--- src/cbo_defs.vh ---
`ifndef CBO_DEFS_VH
`define CBO_DEFS_VH

// register indices; byte address is four times the index
`define CBO_IDX_SEL0 20'hFFFA5
`define CBO_IDX_SEL1 20'hFFFA6
`define CBO_IDX_PWR 20'hFFFA7
`define CBO_IDX_STAT 20'hFFFA8
`define CBO_IDX_SET0 20'hFFFA9
`define CBO_IDX_CLR0 20'hFFFAA
`define CBO_IDX_SET1 20'hFFFAB
`define CBO_IDX_CLR1 20'hFFFAC

`define CBO_ADDR_W 22
`define CBO_IDX_W 20

// select register layout
`define CBO_EN_BIT 7
`define CBO_SRC_BIT 3
`define CBO_DIV_MSB 2
`define CBO_DIV_LSB 0
`define CBO_SEL_RESET 8'h00
`define CBO_SEL_WMASK 8'h8F

// power control register layout
`define CBO_PWR_LPGATE_BIT 0
`define CBO_PWR_RESET 8'h00

// status register layout
`define CBO_STAT_OUT0_BIT 0
`define CBO_STAT_ACT0_BIT 1
`define CBO_STAT_OUT1_BIT 2
`define CBO_STAT_ACT1_BIT 3
`define CBO_STAT_SUB_BIT 4

// prescaler widths
`define CBO_MAIN_CNT_W 13
`define CBO_SUB_CNT_W 7

`endif

--- src/cbo_chan.v ---
`timescale 1ns/100ps
// one output channel: free phase, enable taken only at a rising phase edge
module cbo_chan (
  input wire pclk, // system clock
  input wire presetn, // async reset, active low
  input wire tick, // half-period event of selected clock
  input wire en, // software enable bit
  output reg out_q, // channel output level
  output reg active_q // enable as seen by output stage
);

  reg ph_q;
  wire ph_d;

  assign ph_d = ~ph_q;

  always @(posedge pclk or negedge presetn) begin
    if (!presetn) begin
      ph_q <= 1'b0;
      active_q <= 1'b0;
      out_q <= 1'b0;
    end else if (tick) begin
      ph_q <= ph_d;
      // enable sampled only where a high phase would begin
      if (ph_d) begin
        active_q <= en; // [RQ6]
        out_q <= en; // [RQ7]
      end else begin
        // a started high phase always completes
        out_q <= 1'b0; // [RQ7]
      end
    end else if (!active_q) begin
      out_q <= 1'b0; // [RQ17]
    end
  end

endmodule // cbo_chan

--- src/cbo_clock_buzzer_output.v ---
// Function
// [RQ1] Two independent channels, each with own select register and own output pin.
// [RQ2] Select bit 7 enables channel output; zero, the reset value, disables it.
// [RQ3] Source 0: main clock divided by 1,2,4,8,16,2048,4096,8192 for codes 0-7; code 0 divides by 2 here.
// [RQ4] Source 1: subsystem clock divided by two to the power of the code.
// [RQ5] Bits 2..0 hold divider code, bit 3 selects the source.
// [RQ6] Output starts or stops one selected-clock cycle after enable changes.
// [RQ7] Enabling or disabling never yields a shortened high or low pulse.
// [RQ8] Software changes source or divider only while the channel is disabled.
// [RQ9] Software clears enable before STOP when main clock is the source.
// [RQ10] Subsystem source with gating bit 0 keeps running through STOP mode.
// [RQ11] Gating bit 1 with HALT on subsystem CPU clock stops subsystem output.
// [RQ12] Reset clears both select registers to zero.
// [RQ13] Software clears port bits, picks clock while disabled, then sets enable.
// [RQ14] Software keeps chosen output frequencies at or below 16 MHz.
// [RQ15] Software waits 1.5 output cycles after disable before STOP on main source.
// [RQ16] Select registers accept full byte writes and single-bit set or clear.
// [RQ17] A disabled channel holds its output steadily low.
`timescale 1ns/100ps
`include "cbo_defs.vh"

module cbo_clock_buzzer_output #(
  parameter ADDR_W = `CBO_ADDR_W // apb address width
) (
  input wire pclk, // system clock, also the main clock
  input wire presetn, // async reset, active low
  input wire psel, // apb select
  input wire penable, // apb enable
  input wire pwrite, // apb direction
  input wire [ADDR_W-1:0] paddr, // apb byte address
  input wire [31:0] pwdata, // apb write data
  input wire [3:0] pstrb, // apb byte strobes
  output reg [31:0] prdata_q, // apb read data
  output reg pready_q, // apb ready
  output reg pslverr_q, // apb error, unmapped address
  input wire sub_clk, // subsystem clock pin, asynchronous
  input wire stop_mode, // system in stop mode
  input wire halt_mode, // system in halt mode
  input wire cpu_on_sub, // cpu runs from subsystem clock
  output wire clk_out_pin0, // channel 0 output pin
  output wire clk_out_pin1 // channel 1 output pin
);

  // ---------------- decode helpers
  function [3:0] reg_decode;
    input [ADDR_W-1:0] a;
    reg [`CBO_IDX_W-1:0] idx;
    begin
      idx = a[`CBO_IDX_W+1:2];
      reg_decode = 4'h0;
      if (a[1:0] == 2'b00) begin
        case (idx)
          `CBO_IDX_SEL0: reg_decode = 4'h1;
          `CBO_IDX_SEL1: reg_decode = 4'h2;
          `CBO_IDX_PWR: reg_decode = 4'h3;
          `CBO_IDX_STAT: reg_decode = 4'h4;
          `CBO_IDX_SET0: reg_decode = 4'h5;
          `CBO_IDX_CLR0: reg_decode = 4'h6;
          `CBO_IDX_SET1: reg_decode = 4'h7;
          `CBO_IDX_CLR1: reg_decode = 4'h8;
          default: reg_decode = 4'h0;
        endcase
      end
    end
  endfunction

  localparam [3:0] R_NONE = 4'h0;
  localparam [3:0] R_SEL0 = 4'h1;
  localparam [3:0] R_SEL1 = 4'h2;
  localparam [3:0] R_PWR = 4'h3;
  localparam [3:0] R_STAT = 4'h4;
  localparam [3:0] R_SET0 = 4'h5;
  localparam [3:0] R_CLR0 = 4'h6;
  localparam [3:0] R_SET1 = 4'h7;
  localparam [3:0] R_CLR1 = 4'h8;

  // new select value from a plain, set or clear write
  function [7:0] sel_update;
    input [7:0] cur;
    input [7:0] wd;
    input [1:0] kind;
    begin
      case (kind)
        2'd1: sel_update = wd & 8'h8F; // [RQ16]
        2'd2: sel_update = cur | (wd & 8'h8F); // [RQ16]
        2'd3: sel_update = cur & ~(wd & 8'h8F); // [RQ16]
        default: sel_update = cur;
      endcase
    end
  endfunction

  // low bits that must be all ones for a tick
  function [`CBO_MAIN_CNT_W-1:0] ones_mask;
    input [3:0] n;
    begin
      ones_mask = (13'h0001 << n) - 13'h0001;
    end
  endfunction

  // main divider exponent per code
  function [3:0] main_shift;
    input [2:0] code;
    begin
      case (code)
        3'd0: main_shift = 4'd0;
        3'd1: main_shift = 4'd1;
        3'd2: main_shift = 4'd2;
        3'd3: main_shift = 4'd3;
        3'd4: main_shift = 4'd4;
        3'd5: main_shift = 4'd11;
        3'd6: main_shift = 4'd12;
        3'd7: main_shift = 4'd13;
        default: main_shift = 4'd0;
      endcase
    end
  endfunction

  // half-period exponent in pclk cycles; code 0 limited to pclk/2
  function [3:0] main_half;
    input [2:0] code;
    reg [3:0] s;
    begin
      s = main_shift(code); // [RQ3]
      main_half = (s == 4'd0) ? 4'd0 : s - 4'd1;
    end
  endfunction

  // ---------------- registers
  reg [7:0] sel0_q;
  reg [7:0] sel1_q;
  reg [7:0] pwr_q;
  reg [3:0] rsel_q;
  reg sub_lvl_q;

  wire setup_ph;
  wire acc_wr;
  wire lane0;
  wire [3:0] rsel_d;
  wire [1:0] kind0;
  wire [1:0] kind1;
  wire out0;
  wire out1;
  wire act0;
  wire act1;
  reg [7:0] rdata_d;

  assign setup_ph = psel & ~penable;
  assign rsel_d = reg_decode(paddr);
  // write lands at the access edge where ready is seen high
  assign acc_wr = psel & penable & pwrite & pready_q;
  assign lane0 = pstrb[0];

  assign kind0 = (!acc_wr || !lane0) ? 2'd0 :
                 (rsel_q == R_SEL0) ? 2'd1 :
                 (rsel_q == R_SET0) ? 2'd2 :
                 (rsel_q == R_CLR0) ? 2'd3 : 2'd0;
  assign kind1 = (!acc_wr || !lane0) ? 2'd0 :
                 (rsel_q == R_SEL1) ? 2'd1 :
                 (rsel_q == R_SET1) ? 2'd2 :
                 (rsel_q == R_CLR1) ? 2'd3 : 2'd0;

  always @(posedge pclk or negedge presetn) begin
    if (!presetn) begin
      sel0_q <= `CBO_SEL_RESET; // [RQ12]
      sel1_q <= `CBO_SEL_RESET; // [RQ12]
      pwr_q <= `CBO_PWR_RESET;
    end else begin
      sel0_q <= sel_update(sel0_q, pwdata[7:0], kind0); // [RQ1]
      sel1_q <= sel_update(sel1_q, pwdata[7:0], kind1); // [RQ1]
      if (acc_wr && lane0 && rsel_q == R_PWR) begin
        pwr_q <= {7'h00, pwdata[`CBO_PWR_LPGATE_BIT]};
      end
    end
  end

  // ---------------- read mux
  always @* begin
    case (rsel_d)
      R_SEL0: rdata_d = sel0_q;
      R_SEL1: rdata_d = sel1_q;
      R_SET0: rdata_d = sel0_q;
      R_CLR0: rdata_d = sel0_q;
      R_SET1: rdata_d = sel1_q;
      R_CLR1: rdata_d = sel1_q;
      R_PWR: rdata_d = pwr_q;
      R_STAT: rdata_d = {3'h0, sub_lvl_q, act1, out1, act0, out0};
      default: rdata_d = 8'h00;
    endcase
  end

  // ---------------- apb answer: one access cycle, no waits
  always @(posedge pclk or negedge presetn) begin
    if (!presetn) begin
      pready_q <= 1'b0;
      pslverr_q <= 1'b0;
      prdata_q <= 32'h00000000;
      rsel_q <= R_NONE;
    end else begin
      pready_q <= setup_ph;
      if (setup_ph) begin
        rsel_q <= rsel_d;
        pslverr_q <= (rsel_d == R_NONE);
        prdata_q <= pwrite ? 32'h00000000 : {24'h000000, rdata_d};
      end else if (pready_q) begin
        pslverr_q <= 1'b0;
        prdata_q <= 32'h00000000;
        rsel_q <= R_NONE;
      end
    end
  end

  // ---------------- subsystem clock pin: three-stage synchroniser
  reg sub_s1_q;
  reg sub_s2_q;
  reg sub_s3_q;
  wire sub_edge;

  always @(posedge pclk or negedge presetn) begin
    if (!presetn) begin
      sub_s1_q <= 1'b0;
      sub_s2_q <= 1'b0;
      sub_s3_q <= 1'b0;
      sub_lvl_q <= 1'b0;
    end else begin
      sub_s1_q <= sub_clk;
      sub_s2_q <= sub_s1_q;
      sub_s3_q <= sub_s2_q;
      if (sub_s2_q == sub_s3_q) begin
        sub_lvl_q <= sub_s3_q;
      end
    end
  end

  assign sub_edge = (sub_s2_q == sub_s3_q) && (sub_s3_q != sub_lvl_q);

  // ---------------- shared prescalers
  reg [`CBO_MAIN_CNT_W-1:0] mcnt_q;
  reg [`CBO_SUB_CNT_W-1:0] scnt_q;

  always @(posedge pclk or negedge presetn) begin
    if (!presetn) begin
      mcnt_q <= {`CBO_MAIN_CNT_W{1'b0}};
      scnt_q <= {`CBO_SUB_CNT_W{1'b0}};
    end else begin
      mcnt_q <= mcnt_q + 13'h0001;
      if (sub_edge) begin
        scnt_q <= scnt_q + 7'h01;
      end
    end
  end

  // ---------------- clock availability
  wire main_run;
  wire sub_run;

  // main clock halts in stop mode
  assign main_run = ~stop_mode; // [RQ9]
  assign sub_run = ~(pwr_q[`CBO_PWR_LPGATE_BIT] & halt_mode & cpu_on_sub); // [RQ10] [RQ11]

  // half-period event for a select value
  function chan_tick;
    input [7:0] sel;
    input [`CBO_MAIN_CNT_W-1:0] mc;
    input [`CBO_SUB_CNT_W-1:0] sc;
    input se;
    input mrun;
    input srun;
    reg [`CBO_MAIN_CNT_W-1:0] mm;
    reg [`CBO_MAIN_CNT_W-1:0] sm;
    begin
      mm = ones_mask(main_half(sel[`CBO_DIV_MSB:`CBO_DIV_LSB]));
      sm = ones_mask({1'b0, sel[`CBO_DIV_MSB:`CBO_DIV_LSB]});
      if (sel[`CBO_SRC_BIT]) begin
        chan_tick = srun & se & (({6'h00, sc} & sm) == sm); // [RQ4] [RQ5]
      end else begin
        chan_tick = mrun & ((mc & mm) == mm); // [RQ3] [RQ5]
      end
    end
  endfunction

  wire tick0;
  wire tick1;

  assign tick0 = chan_tick(sel0_q, mcnt_q, scnt_q, sub_edge, main_run, sub_run);
  assign tick1 = chan_tick(sel1_q, mcnt_q, scnt_q, sub_edge, main_run, sub_run);

  // ---------------- channels
  cbo_chan u_chan0 (
    .pclk(pclk),
    .presetn(presetn),
    .tick(tick0),
    .en(sel0_q[`CBO_EN_BIT]), // [RQ2]
    .out_q(out0),
    .active_q(act0)
  );

  cbo_chan u_chan1 (
    .pclk(pclk),
    .presetn(presetn),
    .tick(tick1),
    .en(sel1_q[`CBO_EN_BIT]), // [RQ2]
    .out_q(out1),
    .active_q(act1)
  );

  assign clk_out_pin0 = out0; // [RQ1]
  assign clk_out_pin1 = out1; // [RQ1]

endmodule // cbo_clock_buzzer_output

--- config.mk ---
export PLATFORM = sky130hd
export DESIGN_NAME = cbo_clock_buzzer_output
export DESIGN_NICKNAME = d
export VERILOG_FILES = /design/src/cbo_chan.v /design/src/cbo_clock_buzzer_output.v
export VERILOG_INCLUDE_DIRS = /design/src
export SDC_FILE = /design/constraint.sdc
export NUM_CORES = 1
export LEC_CHECK = 0
export ABC_CLOCK_PERIOD_IN_PS = 6800
export BUFFER_PORTS_ARGS = -buffer_cell sky130_fd_sc_hd__buf_2
export CORE_ASPECT_RATIO = 0.8
export CORE_MARGIN = 1
export CORE_UTILIZATION = 50
export CTS_BUF_LIST = sky130_fd_sc_hd__clkbuf_4
export DETAILED_ROUTE_END_ITERATION = 16
export PLACE_DENSITY = 0.73
export SLEW_MARGIN = 10
export SYNTH_ARGS = -nofsm -noshare
export SYNTH_HDL_FRONTEND = slang
export SYNTH_HIERARCHICAL = 1
export SYNTH_SLANG_ARGS = --single-unit
--- constraint.sdc ---
create_clock -name pclk -period 6.8 [get_ports pclk]
set_input_delay 1.02 -clock pclk [delete_from_list [all_inputs] [get_ports pclk]]
set_output_delay 1.02 -clock pclk [all_outputs]
set_load 0.1 [all_outputs]
* After elaboration in Yosys (flattened, before gate mapping)
Memory sizes are Yosys's and may differ from the RTL's. Index checks and enable logic that the tools add are counted.
Cells by class: add/sub/neg operators 8, $mul 0, divide/modulo/power cells 0, magnitude comparators 0, equal/unequal tests 37, shift operators 4, muxes and demuxes 30, bitwise logic cells 25, reductions and logical operators 17
Operator list (number):
- $eq 20x20->1 const B | 8
- $mux 32 | 2
- $eq 13x13->1 | 4
- $sub 13x1->13 const B | 4
- $pmux 8 s3 | 2
- $pmux 4 s8 | 1
- $pmux 8 s4 | 1
- $eq 4x3->1 const B | 7
- $and 13x13->13 | 2
- $and 7x13->13 | 2
- $shl 1x3->13 const A | 2
- $shl 1x4->13 const A | 2
- $mux 4 | 5
- $and 8x8->8 | 2
- $eq 4x2->1 const B | 4
- $mux 2 | 8
- $or 8x8->8 | 2
- $add 13x1->13 const B | 1
- $logic_not 4->1 | 3
- $and 1x1->1 | 11
- $mux 1 | 10
- $eq 2x2->1 const B | 4
- $eq 4x1->1 const B | 2
- $eq 4x4->1 const B | 2
- other kinds (17) | 30
Storage, ports and cells: register bits 85, latch bits 0, bits in writable memories 0, bits in read-only memories 64, word-level logic and storage cells 142, memories kept 2
Memories:
- (no name shown) | words 8, width 4, read ports 1, clocked after Yosys merged registers in 0, wr ports 0, RTL line cbo_clock_buzzer_output.v:104 | case (code)
- (no name shown) | words 8, width 4, read ports 1, clocked after Yosys merged registers in 0, wr ports 0, RTL line cbo_clock_buzzer_output.v:104

* Logic depth before layout (Yosys ltp)
Gate-level depths: netlist of the first run. An unclocked memory read counts as a cell.
depth after elaboration 10, mapped depth 19, mapped depth without buffers 15

* Cells and area by module
Netlist of the first run, hierarchy kept.
Modules (own cells, without submodules):
- cbo_clock_buzzer_output | times used 1, cells an instance 415, area each 3557.2 um^2, seq. area each 1176.1 um^2
- cbo_chan | times used 2, cells an instance 10, area each 115.1 um^2, seq. area each 75.1 um^2

* Worst setup path before layout of the first run
No wires, ideal clock.
kind reg2reg, start point reg sel0_q[1], end point reg u_chan0.active_q, setup time 0.122 ns, data arrival time 3.355 ns, data required time 6.678 ns, slack 3.323 ns, stages on the path, launching flop included 15, period minus slack after synthesis 3.477 ns, path through dfrtp_1 > buf_4 > clkbuf_1 > inv_1 > nor2_1 > a21oi_1 > ha_1 > or4b_1 > o311a_1 > xnor2_1 > a2111oi_2 > o2111ai_1 > o31ai_1 > nor2b_1 > o21ai_1
On the way: longest elaborated chain between the ends 10, elaborated cells on any way between the ends 16, those cells by class 3 x add/sub; 2 x eq/ne; 2 x shift; 2 x mux; 4 x bitwise; 2 x reduce/logical; 1 x memory
RTL lines:
- start, declared | RTL line cbo_clock_buzzer_output.v:129 | reg [7:0] sel0_q;
- start signal, assigned | RTL line cbo_clock_buzzer_output.v:164 | sel0_q <= `CBO_SEL_RESET;
- start signal, assigned | RTL line cbo_clock_buzzer_output.v:168 | sel0_q <= sel_update(sel0_q, pwdata[7:0], kind0);
- $mem_v2 8x4
- $sub 4x1->4 or $logic_not 4->1 (tied branches) | RTL line cbo_clock_buzzer_output.v:124 | main_half = (s == 4'd0) ? 4'd0 : s - 4'd1;
- $mux 4 | RTL line cbo_clock_buzzer_output.v:124
- $shl 1x4->13 | RTL line cbo_clock_buzzer_output.v:96 | ones_mask = (13'h0001 << n) - 13'h0001;
- $sub 13x1->13 | RTL line cbo_clock_buzzer_output.v:96
- $and 13x13->13 | RTL line cbo_clock_buzzer_output.v:276 | chan_tick = mrun & ((mc & mm) == mm);
- $eq 13x13->1 | RTL line cbo_clock_buzzer_output.v:276
- $and 1x1->1 | RTL line cbo_clock_buzzer_output.v:276
- $mux 1 (*) | RTL line cbo_clock_buzzer_output.v:273 | if (sel[`CBO_SRC_BIT]) begin
- named net tick0 | RTL line cbo_clock_buzzer_output.v:281 | wire tick0;
- $reduce_and 2->1 (no line) (*)
- end signal, assigned | RTL line cbo_chan.v:26 | active_q <= en;
- end, declared | RTL line cbo_chan.v:9 | output reg active_q
Mark *: on every way through the listed nets, which the timed path passes. The rest lies on a longest branch. A chain may end at the register's enable or synchronous reset.

* Final worst setup path of the first run
start point reg sel0_q[2], end point reg u_chan0.active_q
Same word-level chain as after synthesis.

==> flow_metrics.py, run 1 <==
metrics = {
    "status": {
        "status": "finished, final reports clean",
    },
    "placed_design": {
        "numPortBuffers": 46,
        "place_ws_ps": 2440,
        "place_congestion": 0.833,
        "post-dp-hpwl_um": 6400,
        "placed_area_sq_um": 3900,
    },
    "yosys": {
        "synthAdderAreaFrac": 0.0297,
        "synth_edf_count": 0,
        "synth_xor_area_frac": 0.0555,
        "synth_area_leader_cell": "dfrtp_1",
        "syn_area_sq_um": 3790,
        "muxShareOfSynthArea": 0.0248,
        "avgSynthCellArea_sq_um": 8.71,
        "synth_top_area_share": 0.350,
        "synth_top_family_by_area": "compound AO/OA/AOI/OAI gates",
        "seq_area_frac_synth": 0.350,
        "synth_cell_types": 64,
        "synth_top_flop_cell": "dfrtp_1",
        "synthSimpleGateAreaFrac": 0.209,
        "synth_compound_area_frac": 0.225,
        "async_flop_share": 1.00,
        "ys_ff_latch": 53,
        "synthCells": 435,
        "yosys_warnings": 6,
        "synthTopCellsByArea": "dfrtp_1 35%, buf_4 5.6%, a21oi_1 3.3%",
    },
    "clock_network": {
        "cts_tree": "built",
        "h-tree-depth": 2,
        "post_cts_resized": 0,
        "numCtsBuffers": 5,
        "cts_post_setup_buffers_inserted": 0,
        "cts.sinks": 53,
        "clockBufferDepth": 2,
        "insertion_delay_ps": 390,
        "ctsHoldBuffers": 0,
        "clk_pin_slew_ps": 150,
        "cts_root_buf": "clkbuf_4",
    },
    "worst_setup_path": {
        "worstReg2RegEnd": "u_chan0/active_q$_DFFE_PN0P_",
        "cp_cell_sequence": "inv_1 -> nor2_1 -> a21oi_1 -> ha_1 -> nor3b_1 -> o221ai_1 -> ha_1 -> o221a_2 -> o2111ai_1 -> a2111oi_2 -> o2111ai_1 -> o31ai_1 -> nor2b_1 -> o21ai_1",
        "rrSetupSlack_ps": 2310,
        "reg2reg_from": "sel0_q[2]$_DFFE_PN0P_",
        "critical_path_class": "reg2reg",
        "startpoint_type": "flip-flop",
        "cp_max_fo": 27,
        "cp_data_arrival_time_ps": 4780,
        "crit_required_ps": 7090,
        "worstSetupStartpoint": "sel0_q[2]$_DFFE_PN0P_",
        "crit_slowest_cell": "dfrtp_1",
        "worst_setup_path_end_kind": "flip-flop",
        "rr_worst_depth": 14,
        "slowest_delay_ps": 740,
    },
    "timing": {
        "grt_setup_unrepaired": "no",
        "fin_tns_setup_ps": 0,
        "max_slew_margin": 0.358,
        "max_freq_mhz": 223,
        "slew_viol_final": 0,
        "layout_min_cycle_time_ps": 4490,
        "setup_viol": 0,
        "tightest_slew_ps": 950,
        "hold_viol_final": 0,
        "holdWs_ps": 371,
        "period_share": 0.660,
        "clock_skew_ps": 7.04,
        "final.setup.worst_slack_ps": 2310,
    },
    "global_routing": {
        "grt_max_degree": 54,
        "gr-total-overflow": 0,
        "grt_pass1_vias": 2975,
        "grt_pass1_wl_um": 14900,
        "track_usage": 0.237,
        "grt_antenna_before_repair": 0,
    },
    "floorplanning": {
        "pin_count": 103,
        "rows": 27,
        "die-area_sq_um": 7930,
        "fp.dieW_um": 99.3,
        "dieHeight_um": 79.8,
        "core_sq_um": 7090,
        "initial_core_util": 0.534,
    },
    "hold_path": {
        "holdPathEnd": "sub_s2_q$_DFF_PN0_",
        "hold_depth": 0,
        "min_from": "sub_s1_q$_DFF_PN0_",
        "min_path_type": "reg2reg",
    },
    "drt": {
        "drc": 0,
        "first_pass_iters": 5,
        "wirelength_um": 8800,
        "avgRoutedWirePerCell_um": 16.0,
        "ant_nets": 0,
        "drtIter0Drc": 223,
        "num_vias": 3295,
        "vias_per_cell": 6.01,
    },
    "layout": {
        "finalNetCount": 536,
        "antenna_cells": 0,
        "fill_cells": 632,
        "multi_input_area_sq_um": 2160,
        "syn_to_final_growth_pct": 5.09,
        "seq_area_sq_um": 1330,
        "drive_gt1_frac": 0.143,
        "final_cell_mix": "53 x dfrtp_1, 46 x buf_2, 32 x nand2_1",
        "finalInstanceArea_sq_um": 3980,
        "layout_commonest_cell": "dfrtp_1",
    },
    "power": {
        "p_per_area_nw_per_um2": 177,
        "p_leak_nw": 1.73,
        "ir_worst_vdd_mv": 0.112,
    },
    "job": {
        "max_cap_viol_count": 0,
    },
}
report_power, final:
group          leakage (nW)  internal (W)  switching (W)
combinational         0.982     0.0000388       0.000107
sequential            0.700      0.000339      0.0000371
clock                0.0433     0.0000806       0.000102
total                  1.73      0.000458       0.000245
worst max-delay path: cells and delay by family (launching register included):
family / cells / cell delay [ps]
flip-flops: 1 / 740
buffers and inverters: 1 / 330
adder cells (fa/ha/maj): 2 / 960
AND/OR/NAND/NOR: 3 / 590
AO/OA/AOI/OAI: 8 / 1760
state kept, by name (all words and copies together) (netlist names), 4 cells and up:
register  flops
sel0_q        5
mcnt_q       13
sel1_q        5
rsel_q        4
prdata_q      6
scnt_q        7
cells in the mapped netlist, types with 6 or more instances:
master and number:
nor2_1 29, a211oi_1 7, buf_4 28, o21ai_0 23, xnor2_1 14, xor2_1 10
a21oi_1 25, dfrtp_1 53, nand3_1 13, ha_1 9, inv_1 18, a22o_1 14
nor2b_1 9, o21ai_1 9, nand4_1 12, clkbuf_1 19, nand2_1 32, mux2i_1 6
a22oi_1 7
cell type report:
cell class                      instances  area share
Clock buffer                            6      0.0113
Timing Repair Buffer                   47      0.0597
Clock inverter                          2     0.00849
Sequential cell                        53       0.333
Inverter                               18      0.0170
Tap cell                               87      0.0273
Multi-Input combinational cell        335       0.543
how the worst max path moves through the flow:
stage                                         endpoint  cells past startpoint  slack, ps
final                     u_chan0/active_q$_DFFE_PN0P_                     14       2310
after global routing         u_chan0/out_q$_DFFE_PN0P_                     15       2000
after CTS                 u_chan0/active_q$_DFFE_PN0P_                     14       2370
after detailed placement  u_chan0/active_q$_DFFE_PN0P_                     14       2440
after global placement    u_chan0/active_q$_DFFE_PN0P_                     14       2530
after floorplan           u_chan0/active_q$_DFFE_PN0P_                     14       3320
cell families (layout without fill, tap and decap cells):
kind of cell	count (synthesis)	after routing
flip-flops	53	53
AND/OR/NAND/NOR	143	143
other	1	26
XOR/XNOR	24	24
AO/OA/AOI/OAI	124	124
multiplexers	9	9
adder cells (fa/ha/maj)	9	9
buffers and inverters	72	73
stage by stage:
stage                     instances   util  total power, W
after global routing            548  0.561        0.000737
after global placement          540  0.550        0.000522
final                           548  0.561        0.000704
after floorplan                 460      -        0.000505
after CTS                       548  0.561        0.000707
after detailed placement        540  0.550        0.000527
layer usage:
layer	part of all wire	vias to the layer above	GRT usage	routed length [um]
met2	0.42	107	0.347	3700
met5	0	-	0	0
li1	-	1591	-	-
met4	0.0082	0	0.0618	72
met1	0.51	1588	0.356	4470
met3	0.063	9	0.0438	553
(Power assumes the default switching activity.)
==> run 2: changes to the inputs <==
--- a/config.mk
+++ b/config.mk
@@ -6,14 +6,14 @@
 export SDC_FILE = /design/constraint.sdc
 export NUM_CORES = 1
 export LEC_CHECK = 0
-export ABC_CLOCK_PERIOD_IN_PS = 6800
+export ABC_CLOCK_PERIOD_IN_PS = 4120
 export BUFFER_PORTS_ARGS = -buffer_cell sky130_fd_sc_hd__buf_2
 export CORE_ASPECT_RATIO = 0.8
 export CORE_MARGIN = 1
 export CORE_UTILIZATION = 50
 export CTS_BUF_LIST = sky130_fd_sc_hd__clkbuf_4
 export DETAILED_ROUTE_END_ITERATION = 16
-export PLACE_DENSITY = 0.73
+export PLACE_DENSITY = 0.76
 export SLEW_MARGIN = 10
 export SYNTH_ARGS = -nofsm -noshare
 export SYNTH_HDL_FRONTEND = slang
==> constraint.sdc (replaced) <==
create_clock -name pclk -period 4.12 [get_ports pclk]
set_input_delay 0.618 -clock pclk [delete_from_list [all_inputs] [get_ports pclk]]
set_output_delay 0.618 -clock pclk [all_outputs]
set_load 0.1 [all_outputs]
==> flow_metrics.py, run 2 (synthesized netlist as in run 1, its figures left out) <==
metrics = {
    "status": {
        "status": "finished, final reports clean",
    },
    "worst_setup_path": {
        "rrSetupSlack_ps": 380,
        "startpoint_type": "flip-flop",
        "worstSetupStartpoint": "sel0_q[2]$_DFFE_PN0P_",
        "reg2reg_from": "sel0_q[2]$_DFFE_PN0P_",
        "worst_setup_path_end_kind": "flip-flop",
        "cp_data_arrival_time_ps": 3990,
        "crit_required_ps": 4370,
        "rr_worst_depth": 13,
        "critical_path_class": "reg2reg",
        "worstReg2RegEnd": "u_chan0/active_q$_DFFE_PN0P_",
        "cp_max_fo": 9,
    },
    "layout": {
        "drive_gt1_frac": 0.155,
        "finalNetCount": 542,
        "layout_commonest_cell": "dfrtp_1",
        "largest_reg_flops": 13,
        "top_regs": "mcnt_q (13), scnt_q (7), prdata_q (6)",
        "stdcell_count": 553,
        "regMostFlops": "mcnt_q",
        "syn_to_final_growth_pct": 5.62,
        "final_cell_mix": "53 x dfrtp_1, 46 x buf_2, 32 x nand2_1",
        "antenna_cells": 0,
    },
    "timing": {
        "setup_viol": 0,
        "max_slew_margin": 0.421,
        "clock_skew_ps": 15.0,
        "period_share": 0.907,
        "slew_viol_final": 0,
        "max_freq_mhz": 267,
        "tightest_slew_ps": 857,
        "layout_min_cycle_time_ps": 3740,
        "hold_viol_final": 0,
        "final.setup.worst_slack_ps": 382,
        "grt_setup_unrepaired": "no",
        "fin_tns_setup_ps": 0,
    },
    "global_routing": {
        "grt_pass1_vias": 2879,
        "grt_pass1_wl_um": 14400,
        "track_usage": 0.228,
        "grt_antenna_before_repair": 0,
        "gr-total-overflow": 0,
        "grt_max_degree": 30,
    },
    "clock_network": {
        "insertion_delay_ps": 360,
        "clockBufferDepth": 2,
        "cts.sinks": 53,
        "clk_pin_slew_ps": 150,
        "cts_root_buf": "clkbuf_4",
        "cts_tree": "built",
        "h-tree-depth": 2,
        "cts_post_setup_buffers_inserted": 0,
        "numCtsBuffers": 5,
    },
    "drt": {
        "wl_met1_um": 4340,
        "first_pass_iters": 5,
        "ant_nets": 0,
        "num_vias": 3298,
        "wirelength_um": 8590,
        "drc": 0,
        "vias_per_cell": 5.96,
        "wl_met3_um": 553,
        "avgRoutedWirePerCell_um": 15.5,
        "highest_layer": "met4",
        "drtIter0Drc": 253,
        "met2WireLength_um": 3600,
    },
    "floorplanning": {
        "core_sq_um": 7090,
        "dieHeight_um": 79.8,
        "initial_core_util": 0.534,
        "fp.dieW_um": 99.3,
        "rows": 27,
        "pin_count": 103,
        "die-area_sq_um": 7930,
    },
    "power": {
        "p_per_area_nw_per_um2": 270,
        "ir_worst_vdd_mv": 0.168,
        "p_leak_nw": 1.74,
    },
    "hold_path": {
        "min_path_type": "in2async",
    },
    "placed_design": {
        "numPortBuffers": 46,
        "dp_cells": 546,
        "post-dp-hpwl_um": 6440,
        "place_congestion": 0.886,
        "place_ws_ps": 367,
    },
    "job": {
        "max_cap_viol_count": 0,
    },
}
-- run 2: cell types whose count changed in the layout (fill, tap and decap cells not counted) --
cell,previous run,this run
bufinv_16,1,0
o31ai_2,0,1
o31ai_1,3,2
buf_4,1,7
-- run 2: per-layer routing --
layer  track usage  up-vias
met2         0.326      116
li1              -     1600
met1         0.354     1568
met4        0.0544        0
met5             0        -
met3        0.0385       14
-- run 2: what timing repair did --
action                                  in CTS  in global routing
resized for setup                            0                  1
endpoints found under the setup margin       0                  1
hold buffers                                 0                  0
-- run 2: stage by stage --
step            util  hold WS, ps  total power, W  cell area (sq um)
3_5_place_dp   0.556          340        0.000869               3950
4_1_cts        0.563          227         0.00109               4000
2_1_floorplan      -          322        0.000833               3880
6_report       0.564          208         0.00108               4000
3_3_place_gp   0.556          334        0.000864               3950
5_1_grt        0.564          231         0.00113               4000
-- run 2: report_power, final --
part,switching (W),internal (W)
Clock,0.000151,0.0000691
Combinational,0.000178,0.0000644
Sequential,0.0000592,0.000559
-- run 2: layout make-up --
class                           instances  area, sq um
Clock buffer                            6         45.0
Clock inverter                          1         3.75
Fill cell                             632         3090
Inverter                               18         67.6
Multi-Input combinational cell        335         2170
Sequential cell                        53         1330
Tap cell                               87          109
Timing Repair Buffer                   53          283
-- run 2: worst max-delay path, cell delays in order (launching register included) --
cell and delay [ps]:
dfrtp_1 450, inv_1 170, nor2_1 70, a21oi_1 260, ha_1 390, buf_4 210
or4b_1 480, o311a_1 190, xnor2_1 150, a2111oi_2 370, o2111ai_1 180, o31ai_2 470
nor2b_1 190, o21ai_1 60
-- run 2: worst max path at each step --
stage                                   end  depth (start not counted)  slack, ps
2_1_floorplan  u_chan0/active_q$_DFFE_PN0P_                         14        640
3_3_place_gp   u_chan0/active_q$_DFFE_PN0P_                         13        450
3_5_place_dp   u_chan0/active_q$_DFFE_PN0P_                         13        370
4_1_cts        u_chan0/active_q$_DFFE_PN0P_                         13        330
5_1_grt        u_chan0/active_q$_DFFE_PN0P_                         14         90
6_report       u_chan0/active_q$_DFFE_PN0P_                         13        380
